File: src/inc/pcstk_pkg.sv
/*
 * Shared constants for the program counter and return stack block:
 * widths, register offsets, field positions, reset values and the
 * core command encoding.
 * Assumes a 32-bit AXI4-Lite register bus with byte addresses.
 */
`default_nettype none
package pcstk_pkg;
    localparam int PC_W       = 21;
    localparam int BYTE_W     = 8;
    localparam int UPPER_W    = 5;
    localparam int STK_DEPTH  = 31;
    localparam int STK_PTR_W  = 5;
    localparam int AXI_ADDR_W = 8;
    localparam int AXI_DATA_W = 32;
    localparam int PC_STEP    = 2;
    localparam int HI_LSB     = 8;
    localparam int UP_LSB     = 16;

    // register byte offsets
    localparam logic [7:0] OFS_PC_LOW   = 8'h00;
    localparam logic [7:0] OFS_HI_LATCH = 8'h04;
    localparam logic [7:0] OFS_UP_LATCH = 8'h08;
    localparam logic [7:0] OFS_STK_STAT = 8'h0C;

    // stack status fields
    localparam int STAT_OVF_BIT = 8;
    localparam int STAT_UNF_BIT = 9;

    localparam logic [20:0] PC_RST    = 21'h000000;
    localparam logic [7:0]  LATCH_RST = 8'h00;
    localparam logic [1:0]  RESP_OKAY = 2'h0;
    localparam logic [1:0]  RESP_SLV  = 2'h2;

    typedef enum logic [2:0] {
        OP_NOP     = 3'h0,
        OP_STEP    = 3'h1,
        OP_JUMP    = 3'h2,
        OP_CALL    = 3'h3,
        OP_INT_ACK = 3'h4,
        OP_RET     = 3'h5
    } core_op_t;
endpackage
`default_nettype wire

File: src/hw/axil_port.sv
/*
 * AXI4-Lite slave protocol engine: takes write address and data in
 * either order, one read in flight, a second write held while a write response waits.
 * Assumes the owner decodes addresses and supplies read data and errors
 * combinationally in the strobe cycle.
 */
`timescale 1ns/1ps
`default_nettype none
module axil_port #(
    parameter int AW = pcstk_pkg::AXI_ADDR_W,
    parameter int DW = pcstk_pkg::AXI_DATA_W
) (
    input  wire logic          clk,      // core clock
    input  wire logic          srst,     // sync reset
    input  wire logic [AW-1:0] awaddr,   // write address
    input  wire logic          awvalid,  // write address valid
    output logic               awready,  // write address ready
    input  wire logic [DW-1:0] wdata,    // write data
    input  wire logic [3:0]    wstrb,    // byte enables
    input  wire logic          wvalid,   // write data valid
    output logic               wready,   // write data ready
    output logic [1:0]         bresp,    // write response
    output logic               bvalid,   // write response valid
    input  wire logic          bready,   // write response ready
    input  wire logic [AW-1:0] araddr,   // read address
    input  wire logic          arvalid,  // read address valid
    output logic               arready,  // read address ready
    output logic [DW-1:0]      rdata,    // read data
    output logic [1:0]         rresp,    // read response
    output logic               rvalid,   // read data valid
    input  wire logic          rready,   // read data ready
    input  wire logic          wr_allow, // owner can take a write
    output logic               wr_en,    // register write strobe
    output logic [AW-1:0]      wr_addr,  // held write address
    output logic [DW-1:0]      wr_data,  // held write data
    output logic [3:0]         wr_strb,  // held byte enables
    input  wire logic          wr_err,   // unmapped write
    output logic               rd_en,    // register read strobe
    input  wire logic [DW-1:0] rd_data,  // data for araddr
    input  wire logic          rd_err    // unmapped read
);
    logic          have_aw, have_w, next_have_aw, next_have_w;
    logic          next_bvalid, next_rvalid;
    logic [1:0]    next_bresp, next_rresp;
    logic [AW-1:0] next_wr_addr;
    logic [DW-1:0] next_wr_data, next_rdata;
    logic [3:0]    next_wr_strb;

    assign wr_en = have_aw && have_w && !bvalid && wr_allow;
    assign rd_en = arvalid && arready;

    always_comb begin
        next_have_aw = have_aw;
        next_have_w  = have_w;
        next_wr_addr = wr_addr;
        next_wr_data = wr_data;
        next_wr_strb = wr_strb;
        next_bvalid  = bvalid;
        next_bresp   = bresp;
        next_rvalid  = rvalid;
        next_rresp   = rresp;
        next_rdata   = rdata;
        if (awvalid && awready) begin
            next_have_aw = 1'b1;
            next_wr_addr = awaddr;
        end
        if (wvalid && wready) begin
            next_have_w  = 1'b1;
            next_wr_data = wdata;
            next_wr_strb = wstrb;
        end
        if (bvalid && bready) begin
            next_bvalid = 1'b0;
        end
        if (wr_en) begin
            next_have_aw = 1'b0;
            next_have_w  = 1'b0;
            next_bvalid  = 1'b1;
            next_bresp   = wr_err ? pcstk_pkg::RESP_SLV : pcstk_pkg::RESP_OKAY;
        end
        if (rvalid && rready) begin
            next_rvalid = 1'b0;
        end
        if (rd_en) begin
            next_rvalid = 1'b1;
            next_rdata  = rd_data;
            next_rresp  = rd_err ? pcstk_pkg::RESP_SLV : pcstk_pkg::RESP_OKAY;
        end
    end

    always_ff @(posedge clk) begin
        if (srst) begin
            have_aw <= 1'b0;
            have_w  <= 1'b0;
            awready <= 1'b0;
            wready  <= 1'b0;
            wr_addr <= '0;
            wr_data <= '0;
            wr_strb <= '0;
            bvalid  <= 1'b0;
            bresp   <= pcstk_pkg::RESP_OKAY;
            arready <= 1'b0;
            rvalid  <= 1'b0;
            rresp   <= pcstk_pkg::RESP_OKAY;
            rdata   <= '0;
        end else begin
            have_aw <= next_have_aw;
            have_w  <= next_have_w;
            awready <= !next_have_aw;
            wready  <= !next_have_w;
            wr_addr <= next_wr_addr;
            wr_data <= next_wr_data;
            wr_strb <= next_wr_strb;
            bvalid  <= next_bvalid;
            bresp   <= next_bresp;
            arready <= !next_rvalid;
            rvalid  <= next_rvalid;
            rresp   <= next_rresp;
            rdata   <= next_rdata;
        end
    end
endmodule
`default_nettype wire

File: src/hw/pc_core.sv
/*
 * Program counter with high and upper latches and a 31-deep return
 * address stack, driven by the core's decode logic, registers on
 * AXI4-Lite.
 * Assumes decode issues one command per cycle and presents the
 * return address as the current counter before a call.
 */
`timescale 1ns/1ps
`default_nettype none
module pc_core #(
    parameter int AW = pcstk_pkg::AXI_ADDR_W,
    parameter int DW = pcstk_pkg::AXI_DATA_W
) (
    input  wire logic          CLK,         // 200 MHz core clock
    input  wire logic          SRST,        // sync reset, high
    input  wire logic [2:0]    CMD,         // decode command
    input  wire logic [20:0]   TARGET,      // jump, call or vector
    output logic      [20:0]   PC_ADDR,     // fetch address
    output logic      [4:0]    STACK_PTR,   // entries on stack
    input  wire logic [AW-1:0] AWADDR,      // write address
    input  wire logic          AWVALID,     // write address valid
    output logic               AWREADY,     // write address ready
    input  wire logic [DW-1:0] WDATA,       // write data
    input  wire logic [3:0]    WSTRB,       // byte enables
    input  wire logic          WVALID,      // write data valid
    output logic               WREADY,      // write data ready
    output logic [1:0]         BRESP,       // write response
    output logic               BVALID,      // write response valid
    input  wire logic          BREADY,      // write response ready
    input  wire logic [AW-1:0] ARADDR,      // read address
    input  wire logic          ARVALID,     // read address valid
    output logic               ARREADY,     // read address ready
    output logic [DW-1:0]      RDATA,       // read data
    output logic [1:0]         RRESP,       // read response
    output logic               RVALID,      // read data valid
    input  wire logic          RREADY       // read data ready
);
    localparam int PW = pcstk_pkg::STK_PTR_W;
    localparam int PCW = pcstk_pkg::PC_W;
    localparam int BW = pcstk_pkg::BYTE_W;
    localparam int UW = pcstk_pkg::UPPER_W;
    localparam int HL = pcstk_pkg::HI_LSB;
    localparam int UL = pcstk_pkg::UP_LSB;

    pcstk_pkg::core_op_t op;

    logic [PCW-1:0] pc, next_pc;
    logic [BW-1:0]  high_latch, next_high_latch;
    logic [UW-1:0]  upper_latch, next_upper_latch;
    logic           ovf, next_ovf;
    logic           unf, next_unf;

    logic           push, pop;
    logic [PCW-1:0] top_data;
    logic           full, empty;

    logic           wr_allow, wr_en, rd_en, wr_err, rd_err;
    logic [AW-1:0]  wr_addr;
    logic [DW-1:0]  wr_data, rd_data;
    logic [3:0]     wr_strb;

    logic           low_wr, low_rd, hi_wr, up_wr, stat_wr;

    // offsets that answer; everything else gets SLVERR
    function automatic logic is_mapped(input logic [AW-1:0] a);
        return (a == pcstk_pkg::OFS_PC_LOW)   ||
               (a == pcstk_pkg::OFS_HI_LATCH) ||
               (a == pcstk_pkg::OFS_UP_LATCH) ||
               (a == pcstk_pkg::OFS_STK_STAT);
    endfunction

    // word alignment of any loaded address
    function automatic logic [PCW-1:0] align(input logic [PCW-1:0] a);
        return {a[PCW-1:1], 1'b0};
    endfunction

    assign op = pcstk_pkg::core_op_t'(CMD);

    // bus writes wait for an idle command slot so they never race decode
    assign wr_allow = (op == pcstk_pkg::OP_NOP);
    assign wr_err   = !is_mapped(wr_addr);
    assign rd_err   = !is_mapped(ARADDR);

    assign low_wr  = wr_en && wr_strb[0] && (wr_addr == pcstk_pkg::OFS_PC_LOW);
    assign hi_wr   = wr_en && wr_strb[0] && (wr_addr == pcstk_pkg::OFS_HI_LATCH);
    assign up_wr   = wr_en && wr_strb[0] && (wr_addr == pcstk_pkg::OFS_UP_LATCH);
    assign stat_wr = wr_en && wr_strb[1] && (wr_addr == pcstk_pkg::OFS_STK_STAT);
    assign low_rd  = rd_en && (ARADDR == pcstk_pkg::OFS_PC_LOW);

    // high and upper slices reach the bus only through their latches
    always_comb begin
        rd_data = '0;
        case (ARADDR)
            pcstk_pkg::OFS_PC_LOW:   rd_data[BW-1:0] = pc[BW-1:0];
            pcstk_pkg::OFS_HI_LATCH: rd_data[BW-1:0] = high_latch;
            pcstk_pkg::OFS_UP_LATCH: rd_data[UW-1:0] = upper_latch;
            pcstk_pkg::OFS_STK_STAT: begin
                rd_data[PW-1:0]                 = STACK_PTR;
                rd_data[pcstk_pkg::STAT_OVF_BIT] = ovf;
                rd_data[pcstk_pkg::STAT_UNF_BIT] = unf;
            end
            default: rd_data = '0;
        endcase
    end

    always_comb begin
        next_pc          = pc;
        next_high_latch  = high_latch;
        next_upper_latch = upper_latch;
        next_ovf         = ovf;
        next_unf         = unf;
        push             = 1'b0;
        pop              = 1'b0;
        // write-one-to-clear first, so a same-cycle event wins below
        if (stat_wr && wr_data[pcstk_pkg::STAT_OVF_BIT]) begin
            next_ovf = 1'b0;
        end
        if (stat_wr && wr_data[pcstk_pkg::STAT_UNF_BIT]) begin
            next_unf = 1'b0;
        end
        case (op)
            pcstk_pkg::OP_STEP: begin
                next_pc = pc + PCW'(pcstk_pkg::PC_STEP);
            end
            pcstk_pkg::OP_JUMP: begin
                next_pc = align(TARGET);
            end
            pcstk_pkg::OP_CALL, pcstk_pkg::OP_INT_ACK: begin
                push    = 1'b1;
                next_pc = align(TARGET);
                if (full) begin
                    next_ovf = 1'b1;
                end
            end
            pcstk_pkg::OP_RET: begin
                pop = 1'b1;
                if (empty) begin
                    next_pc  = pcstk_pkg::PC_RST;
                    next_unf = 1'b1;
                end else begin
                    next_pc = top_data;
                end
            end
            default: begin
                // low write pulls in both latches
                if (low_wr) begin
                    next_pc = {upper_latch, high_latch, wr_data[BW-1:1], 1'b0};
                end
            end
        endcase
        if (low_rd) begin
            next_high_latch  = pc[UL-1:HL];
            next_upper_latch = pc[PCW-1:UL];
        end
        // a direct latch write in the same cycle overrides the snapshot
        if (hi_wr) begin
            next_high_latch = wr_data[BW-1:0];
        end
        if (up_wr) begin
            next_upper_latch = wr_data[UW-1:0];
        end
    end

    // clear on reset, three slices in one word
    always_ff @(posedge CLK) begin
        if (SRST) begin
            pc          <= pcstk_pkg::PC_RST;
            high_latch  <= pcstk_pkg::LATCH_RST;
            upper_latch <= pcstk_pkg::LATCH_RST[UW-1:0];
            ovf         <= 1'b0;
            unf         <= 1'b0;
        end else begin
            pc          <= next_pc;
            high_latch  <= next_high_latch;
            upper_latch <= next_upper_latch;
            ovf         <= next_ovf;
            unf         <= next_unf;
        end
    end

    assign PC_ADDR = pc;

    // private array, no bus path into it
    ret_stack #(
        .DEPTH (pcstk_pkg::STK_DEPTH),
        .DW    (PCW),
        .PW    (PW)
    ) u_stack (
        .clk       (CLK),
        .srst      (SRST),
        .push      (push),
        .pop       (pop),
        .push_data (pc),
        .top_data  (top_data),
        .ptr       (STACK_PTR),
        .full      (full),
        .empty     (empty)
    );

    axil_port #(
        .AW (AW),
        .DW (DW)
    ) u_bus (
        .clk      (CLK),
        .srst     (SRST),
        .awaddr   (AWADDR),
        .awvalid  (AWVALID),
        .awready  (AWREADY),
        .wdata    (WDATA),
        .wstrb    (WSTRB),
        .wvalid   (WVALID),
        .wready   (WREADY),
        .bresp    (BRESP),
        .bvalid   (BVALID),
        .bready   (BREADY),
        .araddr   (ARADDR),
        .arvalid  (ARVALID),
        .arready  (ARREADY),
        .rdata    (RDATA),
        .rresp    (RRESP),
        .rvalid   (RVALID),
        .rready   (RREADY),
        .wr_allow (wr_allow),
        .wr_en    (wr_en),
        .wr_addr  (wr_addr),
        .wr_data  (wr_data),
        .wr_strb  (wr_strb),
        .wr_err   (wr_err),
        .rd_en    (rd_en),
        .rd_data  (rd_data),
        .rd_err   (rd_err)
    );
endmodule
`default_nettype wire

File: src/hw/ret_stack.sv
/*
 * Return-address storage: a dedicated array with its own pointer,
 * outside every memory address space.
 * Assumes push and pop are never asked for in the same cycle.
 */
`timescale 1ns/1ps
`default_nettype none
module ret_stack #(
    parameter int DEPTH = pcstk_pkg::STK_DEPTH,
    parameter int DW    = pcstk_pkg::PC_W,
    parameter int PW    = pcstk_pkg::STK_PTR_W
) (
    input  wire logic          clk,       // core clock
    input  wire logic          srst,      // sync reset
    input  wire logic          push,      // store push_data
    input  wire logic          pop,       // drop top entry
    input  wire logic [DW-1:0] push_data, // value to store
    output logic      [DW-1:0] top_data,  // newest entry
    output logic      [PW-1:0] ptr,       // entries held
    output logic               full,      // no room left
    output logic               empty      // nothing held
);
    logic [DW-1:0] mem [DEPTH];
    logic [PW-1:0] next_ptr;

    assign full     = (ptr == PW'(DEPTH));
    assign empty    = (ptr == '0);
    assign top_data = empty ? '0 : mem[ptr - PW'(1)];

    // pointer up on push, down on pop
    always_comb begin
        next_ptr = ptr;
        if (push && !full) begin
            next_ptr = ptr + PW'(1);
        end else if (pop && !empty) begin
            next_ptr = ptr - PW'(1);
        end
    end

    always_ff @(posedge clk) begin
        if (srst) begin
            ptr <= '0;
        end else begin
            ptr <= next_ptr;
        end
    end

    // no reset on the array: only entries below ptr are ever read
    always_ff @(posedge clk) begin
        if (push && !full) begin
            mem[ptr] <= push_data;
        end
    end
endmodule
`default_nettype wire

File: config.mk
export PLATFORM = sky130hd
export DESIGN_NAME = pc_core
export DESIGN_NICKNAME = d
export VERILOG_FILES = /design/src/inc/pcstk_pkg.sv /design/src/hw/axil_port.sv /design/src/hw/pc_core.sv /design/src/hw/ret_stack.sv
export SDC_FILE = /design/constraint.sdc
export NUM_CORES = 1
export LEC_CHECK = 0
export BUFFER_PORTS_ARGS = -buffer_cell sky130_fd_sc_hd__clkbuf_2
export CAP_MARGIN = 0
export CELL_PAD_IN_SITES_DETAIL_PLACEMENT = 1
export CELL_PAD_IN_SITES_GLOBAL_PLACEMENT = 1
export CORE_UTILIZATION = 48
export DETAILED_ROUTE_END_ITERATION = 16
export PLACE_DENSITY = 0.83
export RECOVER_POWER = 25
export SYNTH_ARGS = -nofsm -noshare
export SYNTH_HDL_FRONTEND = slang
export SYNTH_SLANG_ARGS = --single-unit
File: constraint.sdc
create_clock -name CLK -period 2.9 [get_ports CLK]
set_input_delay 0.58 -clock CLK [delete_from_list [all_inputs] [get_ports CLK]]
set_output_delay 0.58 -clock CLK [all_outputs]
set_load 0.01 [all_outputs]
Yosys cells after proc, flatten, opt, wreduce, memory -nomap -nowiden
Memories as Yosys holds them, arrays and structs flattened.
Index checks and enable logic that the tools add are counted.
{"block": "word_totals", "ff_bits": 82, "ramBits": 651, "input_bits": 83, "wordCells": 109, "n_memories": 1}
{"memory": "u_stack.mem", "words": 31, "word_bits": 21, "rd": 1, "rd_clocked_by_memory_dff": 0, "wr": 1, "line": "ret_stack.sv:23", "rtl": "logic [DW-1:0] mem [DEPTH];"}
{"block": "classes", "n_addsub": 3, "eq_ne": 12, "n_mux": 32, "reduce_logical": 42}
{"op": "$pmux W21 S3", "count": 1}
{"op": "$mux W21", "count": 2}
{"op": "$eq A8 B4 Y1 const B", "count": 4}
{"op": "$add A21 B2 Y21 const B", "count": 1}
{"op": "$mux W5", "count": 4}
{"op": "$pmux W5 S4", "count": 1}
{"op": "$logic_and A1 B1 Y1", "count": 19}
{"op": "$mux W1", "count": 18}
{"op": "$eq A8 B3 Y1 const B", "count": 2}
{"op": "$logic_not A8 Y1", "count": 2}
{"op": "$mux W8", "count": 2}
{"op": "$reduce_bool A2 Y1", "count": 4}
{"op": "$eq A3 B2 Y1 const B", "count": 2}
{"op": "$eq A3 B3 Y1 const B", "count": 2}
{"op": "$logic_not A1 Y1", "count": 6}
{"op": "$logic_or A1 B1 Y1", "count": 6}
{"op": "$mux W2", "count": 3}
{"op": "$pmux W3 S2", "count": 1}
{"op": "$add A5 B1 Y5 const B", "count": 1}
{"op": "$eq A5 B5 Y1 const B", "count": 1}
{"op": "$logic_not A5 Y1", "count": 1}
{"op": "$sub A5 B1 Y5 const B", "count": 1}
{"op": "$reduce_bool A4 Y1", "count": 1}
{"op": "$eq A3 B1 Y1 const B", "count": 1}
{"op": "3 further kinds", "count": 3}

Depth between registers and ports, before layout
Gate-level depths: netlist of run 1.
{"block": "depth", "depth_word": 9, "depth_mapped": 16}

Hierarchy
Synthesis of run 1 repeated with hierarchy kept, for this count alone.
{"block": "hier_totals", "hier_cells": 1867, "area_unflattened_um2": 32504.9}
{"mod": "ret_stack", "instances": 1, "cells_each": 1083, "area_per_inst_um2": 25340.6, "seq_area_each_um2": 19648.8}
{"mod": "axil_port", "instances": 1, "cells_each": 380, "area_per_inst_um2": 4135.2, "seq_area_each_um2": 1701.6}
{"mod": "pc_core", "instances": 1, "cells_each": 404, "area_per_inst_um2": 3029.2, "seq_area_each_um2": 720.7}

Worst setup path after synthesis of run 1
Ideal clock, no wire load.
{"block": "synth_timing", "path_kind": "flip-flop to flip-flop", "start": "register u_stack.ptr[0]", "end": "register pc[16] (netlist: PC_ADDR[16])", "t_arrival_ns": 3.042, "required_time_ns": 2.780, "slack_ns": -0.262, "stages_incl_launch_ff": 14, "period_less_slack_ns": 3.162, "cell_sequence": "dfxtp_1 -> buf_6 -> buf_12 -> buf_8 -> buf_8 -> inv_1 -> ha_1 -> buf_2 -> buf_2 -> buf_1 -> mux4_2 -> mux2i_1 -> o22ai_1 -> o31a_1"}
{"block": "synth_via", "elab_chain_len": 4}
{"item": "start, declared", "line": "ret_stack.sv:19", "rtl": "output logic [PW-1:0] ptr,"}
{"item": "start signal, assigned", "line": "ret_stack.sv:44", "rtl": "ptr <= next_ptr;"}
{"item": "$sub A5 B1 Y5", "line": "ret_stack.sv:28", "rtl": "assign top_data = empty ? '0 : mem[ptr - PW'(1)];"}
{"item": "$mem_v2 Z31 W21"}
{"item": "$mux W21 *", "line": "pc_core.sv:137", "rtl": "if (empty) begin"}
{"item": "$pmux W21 S3 *", "line": "pc_core.sv:121", "rtl": "case (op)"}
{"item": "end signal, assigned", "line": "pc_core.sv:167", "rtl": "pc <= pcstk_pkg::PC_RST;"}
{"item": "end signal, assigned", "line": "pc_core.sv:173", "rtl": "pc <= next_pc;"}
{"item": "end, declared", "line": "pc_core.sv:47", "rtl": "logic [PCW-1:0] pc, next_pc;"}
Every way passes the cells marked *; elsewhere a longest branch is shown, timed or not.
A chain may end at the register's enable or synchronous reset.

Worst setup path in the final report of run 1
{"block": "layout_timing", "start": "register pc[3] (netlist: PC_ADDR[3])", "end": "register pc[10] (netlist: PC_ADDR[10])"}
{"block": "layout_via", "elab_chain_len": 2}
{"item": "$add A21 B2 Y21", "line": "pc_core.sv:123", "rtl": "next_pc = pc + PCW'(pcstk_pkg::PC_STEP);"}
{"item": "$pmux W21 S3", "line": "pc_core.sv:121"}
No other way between the ends.

==> results of run 1 <==
## state kept, by name (all words and copies together) (netlist names), 2 cells and up
register / cells
u_bus.wr_addr: 8
u_stack.ptr: 5
u_stack.mem: 651
u_bus.wr_strb: 2
high_latch: 8
upper_latch: 5
PC_ADDR: 21
u_bus.rdata: 10
u_bus.wr_data: 10
## per-layer routing
layer / wire (um) / track usage [%] / vias to the layer above
li1: - / - / 7215
met1: 33600 / 36.6 / 9343
met2: 43200 / 46.6 / 1138
met3: 7720 / 5.72 / 214
met4: 3790 / 12.2 / 0
met5: 0 / 0 / -
## worst min path at each step
stage,startpoint,end,slack (ns),depth (start not counted)
final,WSTRB[1],u_bus.wr_strb[1],0.17,3
after global routing,WSTRB[1],u_bus.wr_strb[1],0.16,3
after CTS,WSTRB[1],u_bus.wr_strb[1],0.15,3
after detailed placement,u_bus.wr_strb[1],u_bus.wr_strb[1],0.46,2
after global placement,u_bus.wr_addr[0],u_bus.wr_addr[0],0.45,2
after floorplan,u_bus.wr_addr[4],u_bus.wr_addr[4],0.44,2
## logic make-up (layout without fill, tap and decap cells)
| group | Yosys count | after routing | synth area share, % |
|---|---|---|---|
| muxes | 226 | 226 | 14.1 |
| DFF | 731 | 731 | 71.2 |
| buffers and inverters | 134 | 401 | 2.93 |
| other | 1 | 24 | 0.0126 |
| xor gates and xnor gates | 24 | 24 | 0.758 |
| AOI/OAI and AO/OA | 229 | 229 | 5.10 |
| and+or+nand+nor | 360 | 360 | 5.60 |
| adders and majority gates | 7 | 7 | 0.295 |
## final cells by class
type / count / area share (%)
multi-input combinational: 870 / 22.9
tap: 782 / 2.83
clock buffer: 97 / 5.79
timing repair buffer: 258 / 5.97
inverter: 10 / 0.109
sequential: 731 / 61.2
clock inverter: 36 / 1.18
## tightest hold or removal path, stage by stage
cell and delay (ns):
clkbuf_2 0.08, nand2_1 0.05, a21oi_1 0.05
## cell usage after synthesis, drive strengths merged (3+ instances only)
library cell and number:
edfxtp 651, mux4 154, nand2 153, a21oi 108, nor2 101, buf 91
dfxtp 80, mux2i 63, clkbuf 33, a211oi 23, nand3 22, nor3 17
xnor2 15, a221oi 14, o22ai 13, a22oi 11, a31oi 10, inv 10
nand4 10, mux2 9, o21ai 9, xor2 9, nor4 8, a2111oi 7
ha 7, o211ai 7, and2 6, nand2b 6, nand3b 6, or3 5
a311oi 4, and3 4, and4 4, nor2b 4, o221ai 4, o31a 4
or3b 3
## per-stage QoR
stage | total power (uW) | setup slack [ns] | area (um^2) | util, %
after floorplan | 14500 | -0.131 | 29900 | -
final | 25400 | 0.0192 | 34600 | 56.8
after detailed placement | 15800 | -0.0566 | 32100 | 52.8
after global routing | 25900 | 0.0390 | 34600 | 56.8
after CTS | 25400 | 0.0334 | 34600 | 56.8
after global placement | 15700 | -0.0253 | 32100 | 52.8
## repair_timing
action                                  4_1_cts  5_1_grt
endpoints found under the setup margin        3        8
setup buffers                                 3        0
resized for setup                             1        4
pin swaps                                     1        0
gates cloned                                  0        0
## power by group through the flow
stage	Combinational [uW]	Sequential (uW)	Clock, uW
2_1_floorplan	2350	12200	0
3_3_place_gp	3640	12000	0
3_5_place_dp	3800	12000	0
4_1_cts	3890	11800	9710
5_1_grt	4090	11800	10000
6_report	3910	11800	9620
==> results.toml, run 1 <==
[yosys]
ys_seq_area_share_pct = 71.2
synth.distinct_cells = 77
yosysTopAreaCell = "edfxtp_1"
synth_top_area_share_pct = 65.8
synth.area.top_cells = "edfxtp_1 (66%), mux4_2 (12%), dfxtp_1 (5.4%)"
synth_edf_count = 651
netlist_area_um2 = 29700
avgSynthCellArea_um2 = 17.4
ys.flop_type = "edfxtp_1"
syn_inst = 1712
async_flop_share_pct = 0
synth-seq-cells = 731
yosys_warnings = 0

[power_and_ir_drop]
power_frac_comb_pct = 15.4
p_leak_uw = 0.0115
p_seq_share_pct = 46.6
p_clk_share_pct = 37.9
ir_drop_v = 0.000420
p_int_uw = 18800
power.share.switching_pct = 25.9
p_sw_uw = 6570
power_density_nw_per_um2 = 734

[die]
die_x_um = 251
pin_count = 150
die_h_um = 251
row_count = 90
initial_core_util_pct = 48.9
core_um2 = 60800
die-area_um2 = 62900

[cts]
clock_path_buffers = 3
cts_root_buffer = "clkbuf_16"
clk_pin_slew_worst_paths_ns = 0.07
ctsHoldBuffers = 0
cts_tree = "yes"
clock_latency_ns = 0.65
cts-buffers-inserted = 73
h-tree-depth = 3
cts_sinks = 731

[detailed_routing]
via_per_inst = 6.43
drt_pass1_iterations = 6
wl_per_cell_um = 31.7
drt_wl_total_um = 88300
drtAntennaViolNets = 0
drc = 0
drtIter0Drc = 2056
vias = 17900

[sta]
rsz0062_at_grt = "no"
worstMarginPinSlew_ns = 0.879
finalSetupViolCount = 0
hold_viol = 0
timing.final.crit_share_pct = 99.3
skew_ns = 0.0408
setup_tns_ns = 0
relSlewSlack_pct = 41.4
drv_slew = 0
period_needed_ns = 2.88
clock.fmax_ghz = 0.347
hold_ws_ns = 0.174

[global_route]
grt_pass1_wl_um = 128000
antenna_found_initial = 1
grt_overflow = 0
grt_pass1_vias = 18700
grt_max_degree = 82
track_usage_pct = 28.3

[finish]
multi_input_area_um2 = 7920
drive_gt1_share_pct = 29.3
final_nets = 2034
layout_commonest_cell = "edfxtp_1"
ff_latch_area_um2 = 21200
fin_cells = 2784
fill_cells = 5501
area_growth_pct = 16.3
n_antenna_cell = 0
layout_common_cells = "edfxtp_1 (651), mux4_2 (153), nand2_1 (150)"

[worst_setup_path]
critPathMaxFanout = 12
slowest_stage = "dfxtp_1"
reg2reg_to = "PC_ADDR[10]"
r2r_start = "PC_ADDR[3]"
critPathKind = "register to register"
path_delay_family = "simple AND/OR/NAND/NOR gates"
start_kind = "register"
startpoint = "PC_ADDR[3]"
max_stage_delay_ns = 0.68
reg2reg_slack_ns = 0.02
required_ns = 3.39
worst_ep_arrival_time_ns = 3.38
path_depth = 6
cp_cell_sequence = "nand4_1 -> nor2_1 -> nand2_1 -> xnor2_1 -> a2111oi_1 -> a31oi_1"
worstRegToRegCells = 6
critPathBufInv = 0
endpoint_kind = "register"
crit_path_end = "PC_ADDR[10]"

[place]
routabilityCongestion = 0.883
dpl.hpwl_um = 55000
place_inst = 2648
port_buffers = 100

[run_status]
status = "completed"

[min_path]
min_path_type = "input pin to register"

[run]
maxCapViolCount = 0
No activity file was read; power rests on OpenSTA's default activity.
==> inputs of run 2 (changes only) <==
--- a/config.mk
+++ b/config.mk
@@ -11,2 +11,3 @@
 export CELL_PAD_IN_SITES_GLOBAL_PLACEMENT = 1
+export CORE_ASPECT_RATIO = 0.75
 export CORE_UTILIZATION = 48
==> constraint.sdc (replaced) <==
create_clock -name CLK -period 2.9 [get_ports CLK]
set_input_delay 0.29 -clock CLK [delete_from_list [all_inputs] [get_ports CLK]]
set_output_delay 0.29 -clock CLK [all_outputs]
set_load 0.01 [all_outputs]
==> results.toml, run 2 (synthesis gave the netlist of run 1 again) <==
[global_route]
grt_overflow = 0
grt_pass1_wl_um = 137000
grt_pass1_vias = 19300
track_usage_pct = 30.9
grt_max_degree = 39
antenna_found_initial = 3

[sta]
timing.final.crit_share_pct = 100
skew_ns = 0.0332
worst_slack_ns = -0.0112
drv_slew = 0
relSlewSlack_pct = 20.8
hold_viol = 0
finalSetupViolCount = 1
clock.fmax_ghz = 0.344
hold_ws_ns = 0.0408
worstMarginPinSlew_ns = 1.19
period_needed_ns = 2.91

[worst_setup_path]
critPathKind = "register to register"
required_ns = 3.43
endpoint_kind = "register"
worst_ep_arrival_time_ns = 3.45
critPathMaxFanout = 10
start_kind = "register"

[place]
dp_slack_ns = -0.0405
dpl.hpwl_um = 58700
port_buffers = 100
routabilityCongestion = 0.944

[min_path]
min_path_type = "input pin to register"

[detailed_routing]
via_per_inst = 6.62
vias = 18700
drt_pass1_iterations = 6
drtAntennaViolNets = 0
drtIter0Drc = 2684
drc = 0
wl_per_cell_um = 34.3
drt_wl_total_um = 97000

[cts]
cts_root_buffer = "clkbuf_16"
clock_path_buffers = 3
cts_sinks = 731
cts_tree = "yes"
clk_pin_slew_worst_paths_ns = 0.07
cts-buffers-inserted = 68
clock_latency_ns = 0.62
h-tree-depth = 3

[power_and_ir_drop]
power_density_nw_per_um2 = 731
p_leak_uw = 0.0115
ir_drop_v = 0.000625

[finish]
layout_common_cells = "edfxtp_1 (651), mux4_2 (153), nand2_1 (151)"
final_nets = 2066
n_antenna_cell = 0
layout_commonest_cell = "edfxtp_1"
area_growth_pct = 16.8
largest_register_ffs = 651
top_register = "u_stack.mem"
drive_gt1_share_pct = 29.1

[run_status]
violations = "negative setup slack"
status = "complete, but fails checks"

[run]
maxCapViolCount = 0

[die]
die_h_um = 217
initial_core_util_pct = 48.9
die_x_um = 289
row_count = 78
core_um2 = 60800
die-area_um2 = 62900
pin_count = 150
run 2: changes by cell type in the layout (fill, tap and decap cells not counted), sizes merged:
cell	before	now
dlygate4sd3	0	24
buf	156	165
clkbuf	199	190
clkinv	20	24
clkinvlp	5	3
inv	14	12
run 2: critical path, cell delays in order, from the launching register on:
cell	delay (ns)
dfxtp_4	0.40
inv_1	0.13
ha_1	0.30
buf_4	0.19
xnor2_4	0.40
buf_4	0.23
nand2_1	0.07
a21oi_1	0.28
nor4_2	0.12
a211o_1	0.40
a31oi_1	0.28
run 2: where the power goes:
group          switching (uW)  internal (uW)  total [uW]
Clock                    4050           5150        9200
Combinational            2660           1680        4340
Sequential                127          11700       11800
run 2: per-stage QoR:
stage | setup TNS (ns) | instance area [um^2] | total power, uW | utilization, % | std cells
final | -0.0112 | 34700 | 25400 | 57.1 | 2826
after floorplan | 0 | 29800 | 14500 | - | 1735
after global placement | 0 | 32200 | 15900 | 52.9 | 2676
after detailed placement | -0.0583 | 32200 | 16100 | 52.9 | 2676
after global routing | -0.187 | 34700 | 25900 | 57.1 | 2826
after CTS | 0 | 34600 | 25200 | 57.0 | 2821
run 2: what timing repair did:
item,4_1_cts,5_1_grt
pin swaps,1,2
hold buffers,24,0
setup buffers,1,5
gates resized for setup,5,3
setup endpoints to repair,7,5
endpoints found under the hold margin,25,0
run 2: path summary, 6_finish.rpt:
| path | start | end | slack [ns] | cells past startpoint |
|---|---|---|---|---|
| max | u_stack.ptr[0] | PC_ADDR[4] | -0.01 | 10 |
| min | ARVALID | u_bus.rresp[1] | 0.04 | 3 |
| max reg2reg | u_stack.ptr[0] | PC_ADDR[4] | -0.01 | 10 |
| min reg2reg | u_bus.wr_data[8] | u_bus.wr_data[8] | 0.47 | 2 |
run 2: final cells by class:
type                       count  area [um^2]
timing repair buffer         295         2350
inverter                      10         37.5
clock inverter                36          379
sequential                   731        21200
fill                        5453        26100
clock buffer                  84         1840
multi-input combinational    870         7950
tap                          800         1000
run 2: metal layers:
metal | GRT usage (%) | wire length (um) | up-vias
met4 | 11.7 | 3790 | 4
met3 | 8.51 | 11400 | 304
met1 | 41.2 | 35700 | 9649
li1 | - | - | 7282
met5 | 0 | 26 | -
met2 | 48.5 | 46100 | 1458
